### config.mk
export PLATFORM = sky130hd
export DESIGN_NAME = rss_sequencer
export DESIGN_NICKNAME = d
export VERILOG_FILES = /design/src/include/rss_pkg.sv /design/src/logic/rss_level_filter.sv /design/src/logic/rss_timer.sv /design/src/logic/rss_sequencer.sv
export SDC_FILE = /design/constraint.sdc
export NUM_CORES = 1
export LEC_CHECK = 0
export ABC_AREA = 1
export BUFFER_PORTS_ARGS = -buffer_cell sky130_fd_sc_hd__buf_2
export CORE_ASPECT_RATIO = 1.2
export CORE_MARGIN = 3
export CORE_UTILIZATION = 55
export DETAILED_ROUTE_END_ITERATION = 10
export PLACE_DENSITY_LB_ADDON = 0.3
export SYNTH_ARGS = -nofsm -noshare
export SYNTH_HDL_FRONTEND = slang
export SYNTH_SLANG_ARGS = --single-unit
### constraint.sdc
create_clock -name hclk -period 2.2 [get_ports hclk]
set_clock_uncertainty 0.15 [all_clocks]
set_input_delay 0.55 -clock hclk [delete_from_list [all_inputs] [get_ports hclk]]
set_output_delay 0.55 -clock hclk [all_outputs]
set_load 0.05 [all_outputs]
### src/include/rss_pkg.sv
// reset_startup_sequencer package: register map, field positions, reset values, timing
// assumes a 40 MHz hclk; the power-up timer and pin filter counts below are derived from that rate
package rss_pkg;
  // clock
  localparam int CLK_PERIOD_NS = 25;
  // register byte offsets
  localparam logic [7:0] OFS_STATUS = 8'h00;
  localparam logic [7:0] OFS_PWR_CTRL = 8'h04;
  localparam logic [7:0] OFS_CONFIG = 8'h08;
  localparam logic [7:0] OFS_WDT_PERIOD = 8'h0C;
  // status fields
  localparam int ST_WDT_EXPIRED = 0;
  localparam int ST_SLEEP_ENTRY = 1;
  localparam int ST_CORE_RESET_N = 2;
  localparam int ST_PIN_HOLD = 3;
  localparam int ST_SEQ_LSB = 4;
  // power control fields
  localparam int PC_SW_RESET_N = 0;
  localparam int PC_STACK_FULL = 1;
  localparam int PC_STACK_EMPTY = 2;
  localparam int PC_BROWNOUT_N = 3;
  localparam int PC_POWERON_N = 4;
  localparam int PC_WIDTH = 5;
  // configuration fields
  localparam int CF_STACK_FAULT_EN = 0;
  localparam int CF_STARTUP_DELAY_EN_N = 1;
  localparam int CF_PIN_ENABLE = 2;
  localparam int CF_LOW_VOLT_PROG = 3;
  localparam int CF_OSC_NEEDED = 4;
  localparam int CF_WDT_ENABLE = 5;
  localparam int CF_LOW_POWER_DET_EN = 6;
  localparam int CF_WIDTH = 7;
  // reset values
  localparam logic [PC_WIDTH-1:0] PWR_CTRL_RESET = 5'h0F;
  localparam logic [CF_WIDTH-1:0] CONFIG_RESET = 7'h34;
  localparam logic [15:0] WDT_PERIOD_RESET = 16'hFFFF;
  // timing
  localparam int PWRT_TIME_US = 64;
  localparam int PWRT_CYCLES = (PWRT_TIME_US * 1000) / CLK_PERIOD_NS;
  localparam int OST_CYCLES = 1024;
  localparam int PIN_FILTER_NS = 200;
  localparam int PIN_FILTER_CYCLES = (PIN_FILTER_NS + CLK_PERIOD_NS - 1) / CLK_PERIOD_NS;
  localparam int SUPPLY_FILTER_CYCLES = 1;
  localparam int HOLD_CYCLES = 4;
  // sequencer states
  typedef enum logic [3:0] {
    SEQ_RUN = 4'b0001,
    SEQ_HOLD = 4'b0010,
    SEQ_START = 4'b0100,
    SEQ_PIN = 4'b1000
  } rss_state_t;
endpackage

### src/logic/rss_level_filter.sv
// two-flop synchroniser followed by a stability filter
// assumes raw comes from outside the hclk domain
`timescale 1ns/100ps
module rss_level_filter #(
  parameter int STABLE_CYCLES = 8,
  parameter logic RESET_LEVEL = 1'b0
) (
  // clock and reset
  input wire logic hclk,
  input wire logic hresetn,
  // level in and filtered level out
  input wire logic raw,
  output logic level
);
  localparam int CW = $clog2(STABLE_CYCLES + 1);
  logic sync_a;
  logic sync_b;
  logic [CW-1:0] cnt;
  wire differs = (sync_b != level);
  wire stable = (cnt == CW'(STABLE_CYCLES - 1));

  initial begin
    if (STABLE_CYCLES < 1) $error("rss_level_filter: STABLE_CYCLES must be at least 1");
  end

  always_ff @(posedge hclk or negedge hresetn) begin
    if (!hresetn) begin
      sync_a <= RESET_LEVEL;
      sync_b <= RESET_LEVEL;
    end else begin
      sync_a <= raw;
      sync_b <= sync_a;
    end
  end

  // level follows only after the new value held for the whole window
  always_ff @(posedge hclk or negedge hresetn) begin
    if (!hresetn) begin
      cnt <= '0;
      level <= RESET_LEVEL;
    end else if (!differs) begin
      cnt <= '0;
    end else if (stable) begin
      cnt <= '0;
      level <= sync_b;
    end else begin
      cnt <= cnt + CW'(1);
    end
  end
endmodule

### src/logic/rss_timer.sv
// start-up timer: counts up to CYCLES after restart falls, then reports done
// assumes restart is a level on hclk
`timescale 1ns/100ps
module rss_timer #(
  parameter int CYCLES = 1024
) (
  // clock and reset
  input wire logic hclk,
  input wire logic hresetn,
  // control
  input wire logic restart,
  output logic done
);
  localparam int CW = $clog2(CYCLES + 1);
  logic [CW-1:0] cnt;

  initial begin
    if (CYCLES < 1) $error("rss_timer: CYCLES must be at least 1");
  end

  always_ff @(posedge hclk or negedge hresetn) begin
    if (!hresetn) begin
      cnt <= '0;
    end else if (restart) begin
      cnt <= '0;
    end else if (cnt != CW'(CYCLES)) begin
      cnt <= cnt + CW'(1);
    end
  end

  assign done = (cnt == CW'(CYCLES));
endmodule

### src/logic/rss_sequencer.sv
// reset_startup_sequencer: gathers reset sources, records causes, sequences core release
// assumes one AHB-Lite master, core event pulses on hclk, supply and pin levels asynchronous
//
// The address map and the AHB-Lite slave port are this design's own decisions.
`timescale 1ns/100ps
//
// Overview of operation
// [RULE_01] watchdog resets core unless cleared in time
// [RULE_02] watchdog reset sets expired, clears sleep flag
// [RULE_03] software reset instruction fully resets core
// [RULE_04] software reset clears software_reset_flag_n to zero
// [RULE_05] stack overflow or underflow can reset core
// [RULE_06] separate stack full and empty flags
// [RULE_07] stack resets only when enable bit set
// [RULE_08] programming exit behaves like power-on reset
// [RULE_09] power-up timer optionally delays start after supply
// [RULE_10] active-low enable bit selects power-up delay
// [RULE_11] start waits timers and released reset pin
// [RULE_12] timers keep counting while pin held low
// [RULE_13] timers expired: start at once on pin release
// [RULE_14] low-power detector ORed into brown-out reset
// [RULE_15] pin enabled by programming bit or enable
// [RULE_16] held pin keeps reset; pin never driven
// [RULE_17] pin glitches filtered out
// [RULE_18] timer lengths are parameters, restarted on supply events
module rss_sequencer #(
  parameter int PWRT_CYCLES = rss_pkg::PWRT_CYCLES,
  parameter int OST_CYCLES = rss_pkg::OST_CYCLES,
  parameter int PIN_FILTER_CYCLES = rss_pkg::PIN_FILTER_CYCLES,
  parameter int HOLD_CYCLES = rss_pkg::HOLD_CYCLES
) (
  // clock and reset
  input wire logic hclk,
  input wire logic hresetn,
  // ahb-lite slave
  input wire logic hsel,
  input wire logic [31:0] haddr,
  input wire logic [1:0] htrans,
  input wire logic hwrite,
  input wire logic [2:0] hsize,
  input wire logic [31:0] hwdata,
  input wire logic hready,
  output logic hreadyout,
  output logic [31:0] hrdata,
  output logic hresp,
  // core events
  input wire logic clear_watchdog_instruction,
  input wire logic reset_instruction,
  input wire logic sleep_instruction,
  input wire logic stack_overflow,
  input wire logic stack_underflow,
  input wire logic programming_exit,
  // supply and pin levels
  input wire logic poweron_event,
  input wire logic brownout_event,
  input wire logic low_power_brownout_detector,
  input wire logic external_reset_pin_n,
  // core reset
  output logic core_reset_n
);
  import rss_pkg::*;

  localparam int HW = $clog2(HOLD_CYCLES + 1);

  initial begin
    if (HOLD_CYCLES < 1) $error("rss_sequencer: HOLD_CYCLES must be at least 1");
  end

  // ahb-lite slave
  logic wr_pend;
  logic rd_pend;
  logic [7:0] addr_q;
  wire take = hsel && hready && htrans[1];
  wire wr_power_control = wr_pend && (addr_q == OFS_PWR_CTRL);
  wire wr_config = wr_pend && (addr_q == OFS_CONFIG);
  wire wr_period = wr_pend && (addr_q == OFS_WDT_PERIOD);

  always_ff @(posedge hclk or negedge hresetn) begin
    if (!hresetn) begin
      wr_pend <= 1'b0;
      rd_pend <= 1'b0;
      addr_q <= 8'h00;
    end else begin
      wr_pend <= take && hwrite;
      rd_pend <= take && !hwrite;
      if (take) addr_q <= {haddr[7:2], 2'b00};
    end
  end

  // registers
  logic [CF_WIDTH-1:0] config_reg;
  logic [PC_WIDTH-1:0] power_control_register;
  logic [15:0] wdt_period;
  logic watchdog_expired_flag;
  logic sleep_entry_flag;
  rss_state_t state;
  rss_state_t next_state;

  wire stack_fault_reset_enable = config_reg[CF_STACK_FAULT_EN];
  wire startup_delay_enable_n = config_reg[CF_STARTUP_DELAY_EN_N];
  wire external_reset_pin_enable = config_reg[CF_PIN_ENABLE];
  wire low_voltage_programming = config_reg[CF_LOW_VOLT_PROG];
  wire osc_needed = config_reg[CF_OSC_NEEDED];
  wire wdt_enable = config_reg[CF_WDT_ENABLE];
  wire low_power_det_enable = config_reg[CF_LOW_POWER_DET_EN];

  // synchronised and filtered inputs
  logic pin_level;
  logic por_s;
  logic bor_s;
  logic low_power_s;

  rss_level_filter #(.STABLE_CYCLES(PIN_FILTER_CYCLES), .RESET_LEVEL(1'b1)) u_pin ( // [RULE_17]
    .hclk(hclk), .hresetn(hresetn), .raw(external_reset_pin_n), .level(pin_level));
  rss_level_filter #(.STABLE_CYCLES(SUPPLY_FILTER_CYCLES), .RESET_LEVEL(1'b0)) u_por (
    .hclk(hclk), .hresetn(hresetn), .raw(poweron_event), .level(por_s));
  rss_level_filter #(.STABLE_CYCLES(SUPPLY_FILTER_CYCLES), .RESET_LEVEL(1'b0)) u_bor (
    .hclk(hclk), .hresetn(hresetn), .raw(brownout_event), .level(bor_s));
  rss_level_filter #(.STABLE_CYCLES(SUPPLY_FILTER_CYCLES), .RESET_LEVEL(1'b0)) u_low_power (
    .hclk(hclk), .hresetn(hresetn), .raw(low_power_brownout_detector), .level(low_power_s));

  // reset sources
  wire brownout_reset = bor_s || (low_power_s && low_power_det_enable); // [RULE_14]
  wire poweron_like = por_s || programming_exit; // [RULE_08]
  wire supply_evt = poweron_like || brownout_reset;
  wire pin_enabled = external_reset_pin_enable || low_voltage_programming; // [RULE_15]
  wire pin_hold = pin_enabled && !pin_level; // [RULE_16]
  wire stack_full_evt = stack_overflow && stack_fault_reset_enable; // [RULE_07]
  wire stack_empty_evt = stack_underflow && stack_fault_reset_enable; // [RULE_07]
  wire stack_evt = stack_full_evt || stack_empty_evt; // [RULE_05]
  logic wdt_fire;
  wire core_evt = wdt_fire || reset_instruction || stack_evt; // [RULE_03]

  // watchdog
  logic [15:0] wdt_count;
  wire wdt_clear = clear_watchdog_instruction || !core_reset_n || !wdt_enable;
  assign wdt_fire = wdt_enable && core_reset_n && !clear_watchdog_instruction
                    && (wdt_count == wdt_period); // [RULE_01]

  always_ff @(posedge hclk or negedge hresetn) begin
    if (!hresetn) wdt_count <= 16'h0000;
    else if (wdt_clear || wdt_fire) wdt_count <= 16'h0000;
    else wdt_count <= wdt_count + 16'h0001;
  end

  // start-up timers restart on every supply event, ignore the pin
  logic pwrt_done;
  logic ost_done;
  rss_timer #(.CYCLES(PWRT_CYCLES)) u_pwrt ( // [RULE_18] [RULE_12]
    .hclk(hclk), .hresetn(hresetn), .restart(supply_evt), .done(pwrt_done));
  rss_timer #(.CYCLES(OST_CYCLES)) u_ost ( // [RULE_18] [RULE_12]
    .hclk(hclk), .hresetn(hresetn), .restart(supply_evt), .done(ost_done));

  wire pwrt_ok = pwrt_done || startup_delay_enable_n; // [RULE_10] [RULE_09]
  wire ost_ok = ost_done || !osc_needed;
  wire start_ready = pwrt_ok && ost_ok && !pin_hold; // [RULE_11] [RULE_13]

  // sequencer
  logic [HW-1:0] hold_cnt;
  wire hold_done = (hold_cnt == HW'(HOLD_CYCLES - 1));

  always_comb begin
    next_state = state;
    case (state)
      SEQ_RUN: begin
        if (core_evt) next_state = SEQ_HOLD;
        else if (pin_hold) next_state = SEQ_PIN;
      end
      SEQ_HOLD: begin
        if (hold_done) next_state = pin_hold ? SEQ_PIN : SEQ_RUN;
      end
      SEQ_START: begin
        if (start_ready) next_state = SEQ_RUN; // [RULE_13]
      end
      SEQ_PIN: begin
        if (!pin_hold) next_state = SEQ_RUN;
      end
      default: next_state = SEQ_START;
    endcase
    if (supply_evt) next_state = SEQ_START; // [RULE_09]
  end

  always_ff @(posedge hclk or negedge hresetn) begin
    if (!hresetn) begin
      state <= SEQ_START;
      hold_cnt <= '0;
      core_reset_n <= 1'b0;
    end else begin
      state <= next_state;
      hold_cnt <= (state == SEQ_HOLD) ? hold_cnt + HW'(1) : '0;
      core_reset_n <= (next_state == SEQ_RUN);
    end
  end

  // status flags: watchdog expiry wins over clears, clears win over sleep entry
  always_ff @(posedge hclk or negedge hresetn) begin
    if (!hresetn) begin
      watchdog_expired_flag <= 1'b0;
      sleep_entry_flag <= 1'b0;
    end else if (wdt_fire) begin
      watchdog_expired_flag <= 1'b1; // [RULE_02]
      sleep_entry_flag <= 1'b0; // [RULE_02]
    end else if (poweron_like || clear_watchdog_instruction) begin
      watchdog_expired_flag <= 1'b0;
      sleep_entry_flag <= 1'b0;
    end else if (sleep_instruction) begin
      sleep_entry_flag <= 1'b1;
    end
  end

  // power control register: software write, then hardware overrides
  logic [PC_WIDTH-1:0] next_power_control_register;
  always_comb begin
    next_power_control_register = power_control_register;
    if (wr_power_control) next_power_control_register = hwdata[PC_WIDTH-1:0];
    if (reset_instruction) next_power_control_register[PC_SW_RESET_N] = 1'b0; // [RULE_04]
    if (stack_full_evt) next_power_control_register[PC_STACK_FULL] = 1'b1; // [RULE_06]
    if (stack_empty_evt) next_power_control_register[PC_STACK_EMPTY] = 1'b1; // [RULE_06]
    if (brownout_reset) next_power_control_register[PC_BROWNOUT_N] = 1'b0; // [RULE_14]
    if (poweron_like) next_power_control_register[PC_POWERON_N] = 1'b0; // [RULE_08]
  end

  always_ff @(posedge hclk or negedge hresetn) begin
    if (!hresetn) begin
      power_control_register <= PWR_CTRL_RESET;
      config_reg <= CONFIG_RESET;
      wdt_period <= WDT_PERIOD_RESET;
    end else begin
      power_control_register <= next_power_control_register;
      if (wr_config) config_reg <= hwdata[CF_WIDTH-1:0];
      if (wr_period) wdt_period <= hwdata[15:0];
    end
  end

  // read data, one wait state
  wire [31:0] status_word = {24'h000000, state, pin_hold, core_reset_n,
                             sleep_entry_flag, watchdog_expired_flag};
  wire [31:0] rd_mux = (addr_q == OFS_STATUS) ? status_word :
                       (addr_q == OFS_PWR_CTRL) ? {27'h0, power_control_register} :
                       (addr_q == OFS_CONFIG) ? {25'h0, config_reg} :
                       (addr_q == OFS_WDT_PERIOD) ? {16'h0000, wdt_period} : 32'h00000000;
  logic rd_wait;

  always_ff @(posedge hclk or negedge hresetn) begin
    if (!hresetn) begin
      rd_wait <= 1'b0;
      hrdata <= 32'h00000000;
    end else begin
      rd_wait <= rd_pend && !rd_wait;
      if (rd_pend && !rd_wait) hrdata <= rd_mux;
    end
  end

  assign hreadyout = !(rd_pend && !rd_wait);
  assign hresp = 1'b0;
endmodule

==> flow_summary.json, run 1 <==
{
  "status": "finished clean",
  "grt-ovfl-total": 0,
  "grt_max_degree": 37,
  "root_buffer": "clkbuf_16",
  "cp_top_family": "simple AND/OR/NAND/NOR gates",
  "max_freq_mhz": 518.2,
  "cp_cell_sequence": "inv_1 > nand2_2 > inv_1 > nand4_4 > inv_2 > nand2_2 > nor2_1 > a21oi_1",
  "drt-wirelength-per-cell_um": 14.79,
  "post-cts-setup-buffers": 0,
  "drc": 0,
  "synth_area_leaders": "dfrtp_1 40%, dfstp_2 12%, nand2_1 9.0%",
  "htree_levels": 4,
  "crit_buf_inv": 3,
  "reg_top3": "hrdata (16), wdt_count (16), wdt_period (16)",
  "crit_path_max_incr_delay_ps": 360,
  "power_mw": 5.753,
  "grt_pass1_vias": 4799,
  "num-nets-final": 836,
  "rsz0062_at_grt": "false",
  "maxSlewViolCount": 0,
  "viasPerCell": 5.315,
  "port_buffers": 55,
  "ys_types": 40,
  "netlist.area_leader.share_pct": 39.68,
  "synth_seq_cells": 118,
  "power_density_nw_per_um2": 851.2,
  "die_h_um": 117.9,
  "dieArea_sq_um": 11700,
  "critPathKind": "reg -> reg",
  "synth_top_cell_by_area": "dfrtp_1",
  "num_io_pins": 119,
  "tightest_slew_ps": 600.4,
  "cp_data_arrival_time_ps": 2080,
  "cts_sinks": 118,
  "regArea_sq_um": 2987,
  "drt_wl_total_um": 13060,
  "hpwlAfterDp_um": 9392,
  "relSlewSlack_pct": 59.83,
  "ctsResizeCount": 0,
  "end_kind": "flop",
  "grt.total_usage_pct": 23.72,
  "vias": 4693,
  "clk_latency_ps": 410,
  "fin_crit_sh_pct": 87.72,
  "start_kind": "flop",
  "syn_inst": 672,
  "worstHoldPathType": "in -> reg",
  "nFillCells": 818,
  "yosys_warnings": 0,
  "first_iter_violations": 310,
  "crit_path_max_fanout": 32,
  "vdd_drop_max_mv": 0.5302,
  "critPathSlowestCell": "dfrtp_1",
  "fin_crit_ps": 1930,
  "setup_viol": 0,
  "start_util_pct": 56.77,
  "crit_start": "addr_q[4]$_DFFE_PN0P_",
  "gp_congestion": 0.8751,
  "dieWidth_um": 99.25,
  "leakage_nw": 3.355,
  "maxCapViolCount": 0,
  "grt_pass1_wl_um": 22190,
  "cts_hold_buf": 1,
  "fin_tns_setup_ps": 0,
  "multi_input_area_sq_um": 2266,
  "hold_viol": 0,
  "rows": 40,
  "coreArea_sq_um": 10110,
  "cts_buffer_depth": 2,
  "ys_seq_area_share_pct": 52.04,
  "syn_area_sq_um": 5739,
  "n_antenna_cell": 0,
  "antenna_found_initial": 0,
  "ant_nets": 0,
  "area_growth_syn_to_layout_pct": 17.77,
  "clk_pin_slew_worst_paths_ps": 60,
  "crit_required_ps": 2350,
  "rr_startpoint": "addr_q[4]$_DFFE_PN0P_",
  "holdCritStartpoint": "external_reset_pin_n",
  "numCtsBuffers": 17,
  "drtPass1Iterations": 5,
  "cts_tree": "built",
  "drive_above_1_share_pct": 20.34,
  "avgSynthCellArea_sq_um": 8.541
}
==> layout make-up <==
type | instances | area share [%]
clock buffers | 21 | 6.960
clock inverters | 11 | 2.203
inverters | 92 | 5.128
multi-input cells | 448 | 33.52
flip-flops and latches | 118 | 44.19
well taps | 126 | 2.332
repair buffers | 67 | 5.665
==> cell families after synthesis <==
group                    share of synthesized area [%]
multiplexers                                    0.5886
AO/OA/AOI/OAI                                    9.156
AND/OR/NAND/NOR                                  24.13
adder cells (fa/ha/maj)                          1.744
other                                          0.06534
buffers and inverters                            9.527
flip-flops                                       52.04
XOR/XNOR                                         2.747
==> worst paths after layout <==
path,to,slack (ps),depth (start not counted)
max in group asynchronous,wdt_period[11]$_DFFE_PN1P_,770,3
worst max-delay path,wdt_period[15]$_DFFE_PN1P_,270,8
worst min register to register,u_bor.level$_DFFE_PN0P_,200,0
worst min-delay path,u_pin.sync_a$_DFF_PN1_,100,1
worst max register to register,wdt_period[15]$_DFFE_PN1P_,270,8
min in group asynchronous,hrdata[12]$_DFFE_PN0P_,480,2
==> Yosys cell counts (all sizes together) <==
| library cell | number |
|---|---|
| or2 | 1 |
| nor2 | 95 |
| dfrtp | 91 |
| nor4 | 9 |
| xor2 | 13 |
| nand4 | 17 |
| conb | 1 |
| clkbuf | 5 |
| a31oi | 1 |
| nand3 | 28 |
| a21oi | 39 |
| nand3b | 4 |
| inv | 90 |
| a22oi | 3 |
| nand2 | 142 |
| o31ai | 9 |
| nor3b | 1 |
| clkinv | 2 |
| nor3 | 14 |
| xnor2 | 5 |
| a211oi | 1 |
| o211ai | 2 |
| dfstp | 27 |
| mux2 | 3 |
| buf | 25 |
| ha | 8 |
| o21ai | 36 |
==> power by group <==
group / leakage (nW) / total [mW] / internal (mW) / switching (mW)
clock network: 0.295 / 2.84 / 1.87 / 0.973
logic: 1.57 / 0.507 / 0.148 / 0.360
registers: 1.49 / 2.40 / 2.31 / 0.0936
total: 3.35 / 5.75 / 4.33 / 1.43
==> cell usage in the layout (no fill, tap or decap), drive strengths merged, types with 3 or more instances in the layout <==
| cell | n |
|---|---|
| nor4 | 9 |
| a21oi | 39 |
| clkinvlp | 3 |
| dfrtp | 91 |
| xor2 | 13 |
| clkbuf | 21 |
| ha | 8 |
| a22oi | 3 |
| dfstp | 27 |
| nor3 | 14 |
| mux2 | 3 |
| nor2 | 95 |
| inv | 90 |
| nand3b | 4 |
| nand4 | 17 |
| nand3 | 28 |
| xnor2 | 5 |
| buf | 66 |
| o31ai | 9 |
| o21ai | 36 |
| bufinv | 3 |
| nand2 | 142 |
| conb | 17 |
| clkinv | 7 |
==> per-stage QoR <==
| step | util (%) | cell area (sq um) | hold WS [ps] | setup slack [ps] | std cells |
|---|---|---|---|---|---|
| 2_1_floorplan | - | 5799 | 104.4 | 299.7 | 688 |
| 5_1_grt | 66.86 | 6759 | 76.61 | 97.76 | 883 |
| 6_report | 66.86 | 6759 | 98.71 | 270.1 | 883 |
| 3_3_place_gp | 60.63 | 6130 | 183.2 | 289.6 | 850 |
| 3_5_place_dp | 60.63 | 6130 | 193.6 | 258.7 | 850 |
| 4_1_cts | 66.86 | 6759 | 83.25 | 276.5 | 883 |
==> routing by layer <==
metal | GRT usage (%) | part of all wire [%]
met1 | 28.59 | 42
met2 | 40.76 | 51
met3 | 5.809 | 5.0
met4 | 8.796 | 2.1
met5 | 0 | 0
Note: power is estimated with default switching activity, not from simulation.
==> inputs of run 2 (changes only) <==
--- a/config.mk
+++ b/config.mk
@@ -8,9 +8,10 @@
 export ABC_AREA = 1
 export BUFFER_PORTS_ARGS = -buffer_cell sky130_fd_sc_hd__buf_2
 export CORE_ASPECT_RATIO = 1.2
-export CORE_MARGIN = 3
-export CORE_UTILIZATION = 55
+export CORE_MARGIN = 2
+export CORE_UTILIZATION = 25
 export DETAILED_ROUTE_END_ITERATION = 10
+export GPL_TIMING_DRIVEN = 0
 export PLACE_DENSITY_LB_ADDON = 0.3
 export SYNTH_ARGS = -nofsm -noshare
 export SYNTH_HDL_FRONTEND = slang
==> run 2 against run 1 <==
Final cell count is 20% higher. Sequential power is essentially flat. Utilization is 35 points lower. Non-clock buffer count rose by 20. Highest routed layer unchanged.
==> flow_summary.json, run 2 (synthesis gave the netlist of run 1 again) <==
{
  "status": "finished clean",
  "dieArea_sq_um": 24190,
  "htree_levels": 4,
  "cts_sinks": 118,
  "place_area_sq_um": 6457,
  "vias": 4549,
  "whs_ps": 70.46,
  "drc": 0,
  "layoutNonFillerInstCount": 1056,
  "viasPerCell": 4.308,
  "power_density_nw_per_um2": 798.9,
  "regToRegSetupSlack_ps": 200,
  "seq_power_share_pct": 42.4,
  "rr_startpoint": "config_reg[5]$_DFFE_PN1P_",
  "grt_pass1_vias": 4505,
  "maxCapViolCount": 0,
  "critical_path.endpoint": "hreadyout",
  "ant_nets": 0,
  "hold_viol": 0,
  "setup_viol": 0,
  "numCtsBuffers": 17,
  "worstHoldPathType": "in -> reg",
  "relSlewSlack_pct": 61.68,
  "grt-ovfl-total": 0,
  "port_buffers": 55,
  "hpwlAfterDp_um": 10280,
  "final_cell_mix": "137 x nand2_1, 91 x dfrtp_1, 90 x nor2_1, 85 x inv_1, 58 x buf_2",
  "stdcell_area_sq_um": 7071,
  "internal_power_mw": 4.146,
  "leakage_nw": 3.421,
  "reg_top3": "hrdata (16), wdt_count (16), wdt_period (16)",
  "power_frac_comb_pct": 9.3,
  "rows": 60,
  "coreArea_sq_um": 22520,
  "r2r_end": "wdt_count[14]$_DFF_PN0_",
  "fin_crit_ps": 2054,
  "cts_buffer_depth": 2,
  "critPathSlowestCell": "dfrtp_1",
  "fin_crit_sh_pct": 93.38,
  "dp_cells": 1023,
  "grt.total_usage_pct": 12.29,
  "sw_frac_of_total_pct": 26.60,
  "antenna_found_initial": 0,
  "critPathKind": "reg -> out",
  "crit_path_max_incr_delay_ps": 330,
  "num-nets-final": 856,
  "drtPass1Iterations": 4,
  "cp_cell_sequence": "inv_1 > nor2_4 > clkinv_4 > buf_2",
  "die_h_um": 170.0,
  "path_depth": 4,
  "start_kind": "flop",
  "utilization_pct": 31.39,
  "start_util_pct": 25.48,
  "crit_path_max_fanout": 17,
  "final_common_cell": "nand2_1",
  "root_buffer": "clkbuf_16",
  "grt_max_degree": 73,
  "dp_slack_ps": -183.7,
  "holdCritStartpoint": "external_reset_pin_n",
  "tightest_slew_ps": 570.5,
  "first_iter_violations": 297,
  "drt_wl_total_um": 13860,
  "cp_top_family": "buffers and inverters",
  "crit_start": "rd_pend$_DFF_PN0_",
  "crit_required_ps": 1500,
  "end_kind": "output pin",
  "maxSlewViolCount": 0,
  "crit_buf_inv": 3,
  "n_antenna_cell": 0,
  "max_freq_mhz": 486.8,
  "gp_congestion": 0.8176,
  "nFillCells": 2372,
  "cts_tree": "built",
  "dieWidth_um": 142.3,
  "num_io_pins": 119,
  "clk_latency_ps": 430,
  "cp_data_arrival_time_ps": 1350,
  "setup_ws_ps": 145.7,
  "p_sw_mw": 1.502,
  "grt_pass1_wl_um": 22950,
  "drive_above_1_share_pct": 22.01,
  "reg2reg_depth": 8,
  "vdd_drop_max_mv": 0.4365,
  "area_growth_syn_to_layout_pct": 23.20,
  "drt-wirelength-per-cell_um": 13.12,
  "clk_pin_slew_worst_paths_ps": 60,
  "p_clk_share_pct": 48.3,
  "rsz0062_at_grt": "false"
}
run 2: worst min path at each step:
stage,end,slack [ps],cells after the start
floorplan,addr_q[2]$_DFFE_PN0P_,100,0
global placement,u_por.sync_b$_DFF_PN0_,180,0
detailed placement,u_low_power.sync_b$_DFF_PN0_,190,0
CTS,u_pin.sync_a$_DFF_PN1_,50,1
global route,u_pin.sync_a$_DFF_PN1_,60,1
finish,u_pin.sync_a$_DFF_PN1_,70,1
run 2: what timing repair did:
| action | in CTS | in global routing |
|---|---|---|
| endpoints found under the setup margin | 1 | 10 |
| pin swaps | 1 | 0 |
| hold buffers | 1 | 0 |
| buffers inserted | 1 | 0 |
| gates resized for setup | 3 | 2 |
| hold endpoints to repair | 38 | 0 |
| cloned | 0 | 0 |
run 2: area by class of cell:
type                    instances  area (sq um)  share of cell area [%]
flip-flops and latches        118          2987                   42.24
multi-input cells             448          2278                   32.22
clock buffers                  18         429.2                   6.070
inverters                      92         351.6                   4.973
well taps                     279         349.1                   4.937
repair buffers                 58         326.6                   4.619
plain buffers                  29         196.4                   2.778
clock inverters                14         152.6                   2.159
run 2: power by group through the flow:
stage / registers (mW) / logic, mW / clock network (mW)
6_report: 2.40 / 0.525 / 2.73
5_1_grt: 2.41 / 0.584 / 2.92
4_1_cts: 2.40 / 0.535 / 2.80
3_5_place_dp: 2.43 / 0.532 / 0
3_3_place_gp: 2.43 / 0.521 / 0
2_1_floorplan: 2.46 / 0.313 / 0
run 2: metal layers:
layer	part of all wire [%]	vias up	track usage (%)	wire length (um)
li1	-	2324	-	-
met1	47	2147	15.23	6452
met2	50	69	20.77	6877
met3	2.9	9	3.461	399
met4	0.95	0	3.745	131
met5	0	-	0	0
run 2: per-stage QoR:
| step | TNS, ps | power (mW) |
|---|---|---|
| floorplan | 0 | 2.775 |
| global placement | -124020 | 2.953 |
| detailed placement | -380.7 | 2.965 |
| CTS | 0 | 5.732 |
| global route | 0 | 5.911 |
| finish | 0 | 5.648 |
==> inputs of run 3 (changes only) <==
--- a/config.mk
+++ b/config.mk
@@ -7,9 +7,10 @@
 export LEC_CHECK = 0
 export ABC_AREA = 1
 export BUFFER_PORTS_ARGS = -buffer_cell sky130_fd_sc_hd__buf_2
+export CAP_MARGIN = 20
 export CORE_ASPECT_RATIO = 1.2
 export CORE_MARGIN = 2
-export CORE_UTILIZATION = 25
+export CORE_UTILIZATION = 45
 export DETAILED_ROUTE_END_ITERATION = 10
 export GPL_TIMING_DRIVEN = 0
 export PLACE_DENSITY_LB_ADDON = 0.3
==> constraint.sdc (replaced) <==
create_clock -name hclk -period 2.6 [get_ports hclk]
set_clock_uncertainty 0.15 [all_clocks]
set_input_delay 0.65 -clock hclk [delete_from_list [all_inputs] [get_ports hclk]]
set_output_delay 0.65 -clock hclk [all_outputs]
set_load 0.05 [all_outputs]
==> run 3 against run 2 <==
Non-clock buffer count fell by 1. Combinational power fell by 15%. Critical endpoint unchanged. Sequential cell count did not move.
==> flow_summary.json, run 3 (synthesis gave the netlist of run 1 again) <==
{
  "clk_pin_slew_worst_paths_ps": 50,
  "cp_cell_sequence": "nor2_4 > clkinv_2 > buf_2",
  "reg_top3": "hrdata (16), wdt_count (16), wdt_period (16)",
  "drt_wl_total_um": 12830,
  "rsz0062_at_grt": "false",
  "seq_power_share_pct": 41.9,
  "port_buffers": 55,
  "hpwlAfterDp_um": 9547,
  "fin_crit_ps": 2420,
  "vdd_drop_max_mv": 0.4563,
  "first_iter_violations": 304,
  "regToRegSetupSlack_ps": 650,
  "drc": 0,
  "setup_viol": 0,
  "status": "finished clean",
  "crit_path_max_fanout": 17,
  "leakage_nw": 3.430,
  "rows": 45,
  "dieWidth_um": 107.1,
  "gp_congestion": 0.9033,
  "ant_nets": 0,
  "die_h_um": 127.7,
  "nFillCells": 1124,
  "dieArea_sq_um": 13680,
  "p_sw_mw": 1.198,
  "vias": 4687,
  "whs_ps": 183.9,
  "worstHoldPathType": "in -> reg",
  "htree_levels": 4,
  "drt-wirelength-per-cell_um": 13.65,
  "critPathSlowestCell": "dfrtp_1",
  "start_util_pct": 45.71,
  "drtPass1Iterations": 5,
  "crit_path_max_incr_delay_ps": 400,
  "sw_frac_of_total_pct": 24.74,
  "internal_power_mw": 3.644,
  "viasPerCell": 4.986,
  "maxSlewViolCount": 0,
  "area_growth_syn_to_layout_pct": 20.84,
  "end_kind": "output pin",
  "start_kind": "flop",
  "reg2reg_depth": 8,
  "relSlewSlack_pct": 59.22,
  "power_mw": 4.841,
  "tightest_slew_ps": 607.2,
  "grt_pass1_vias": 4708,
  "cts_sinks": 118,
  "final_common_cell": "nand2_1",
  "n_antenna_cell": 0,
  "r2r_end": "wdt_count[5]$_DFF_PN0_",
  "num-nets-final": 855,
  "antenna_found_initial": 0,
  "drive_above_1_share_pct": 21.78,
  "root_buffer": "clkbuf_16",
  "grt_max_degree": 80,
  "clk_latency_ps": 420,
  "maxCapViolCount": 0,
  "grt_pass1_wl_um": 21950,
  "grt-ovfl-total": 0,
  "cp_data_arrival_time_ps": 1620,
  "grt.total_usage_pct": 20.55,
  "cts_buffer_depth": 2,
  "power_density_nw_per_um2": 698.1,
  "critPathKind": "reg -> out",
  "num_io_pins": 119,
  "power_frac_comb_pct": 9.2,
  "post-cts-setup-buffers": 0,
  "crit_required_ps": 1800,
  "cts_tree": "built",
  "hold_viol": 0,
  "fin_crit_sh_pct": 93.10,
  "rr_startpoint": "config_reg[5]$_DFFE_PN1P_",
  "final_cell_mix": "137 x nand2_1, 91 x nor2_1, 91 x dfrtp_1, 85 x inv_1, 58 x buf_2",
  "p_clk_share_pct": 49.0,
  "numCtsBuffers": 17,
  "max_freq_mhz": 413.1,
  "coreArea_sq_um": 12560,
  "crit_start": "rd_wait$_DFF_PN0_",
  "critical_path.endpoint": "hreadyout"
}
==> run 3: per-stage QoR <==
stage,worst slack [ps],std cells,instance area (sq um),TNS [ps],util (%)
5_1_grt,78.73,940,6935,0,55.24
4_1_cts,153.3,940,6935,0,55.24
6_report,179.5,940,6935,0,55.24
3_5_place_dp,185.9,908,6314,0,50.28
3_3_place_gp,-671.9,907,6280,-61700,50.01
2_1_floorplan,599.7,688,5799,0,-
==> run 3: worst min-delay path by stage <==
stage	start	cells past startpoint	endpoint
detailed placement	u_bor.sync_a$_DFF_PN0_	0	u_bor.sync_b$_DFF_PN0_
global placement	u_por.sync_a$_DFF_PN0_	0	u_por.sync_b$_DFF_PN0_
CTS	external_reset_pin_n	1	u_pin.sync_a$_DFF_PN1_
floorplan	u_bor.sync_a$_DFF_PN0_	0	u_bor.sync_b$_DFF_PN0_
global route	external_reset_pin_n	1	u_pin.sync_a$_DFF_PN1_
finish	external_reset_pin_n	1	u_pin.sync_a$_DFF_PN1_
==> run 3: timing repair <==
action / 4_1_cts / 5_1_grt
resized for setup: 2 / 0
hold buffers: 1 / 0
hold endpoints to repair: 23 / 0
endpoints found under the setup margin: 1 / 0
==> run 3: critical path, delay by kind of cell (launching register included) <==
family | cells | cell delay [ps]
simple gates | 1 | 240
flops | 1 | 400
buf+inv | 2 | 570
==> run 3: power by group through the flow <==
stage	Sequential, mW	Combinational, mW	Clock (mW)
2_1_floorplan	2.08	0.265	0
3_3_place_gp	2.05	0.426	0
3_5_place_dp	2.06	0.445	0
4_1_cts	2.03	0.448	2.41
5_1_grt	2.04	0.501	2.50
6_report	2.03	0.444	2.37
==> run 3: layer usage <==
metal / GRT usage, % / share of wire (%) / vias up
li1: - / - / 2311
met1: 24.55 / 42 / 2224
met2: 34.85 / 51 / 129
met3: 4.169 / 4.3 / 23
met4: 10.85 / 2.5 / 0
met5: 0 / 0 / -
==> run 3: area by class of cell <==
| type | count | area, sq um | share of cell area [%] |
|---|---|---|---|
| Clock inverter | 12 | 152.6 | 2.201 |
| Tap cell | 164 | 205.2 | 2.959 |
| Sequential cell | 118 | 2987 | 43.06 |
| Inverter | 92 | 347.8 | 5.015 |
| Timing Repair Buffer | 57 | 319.1 | 4.600 |
| Buffer | 29 | 196.4 | 2.832 |
| Clock buffer | 20 | 456.7 | 6.585 |
| Multi-Input combinational cell | 448 | 2271 | 32.74 |
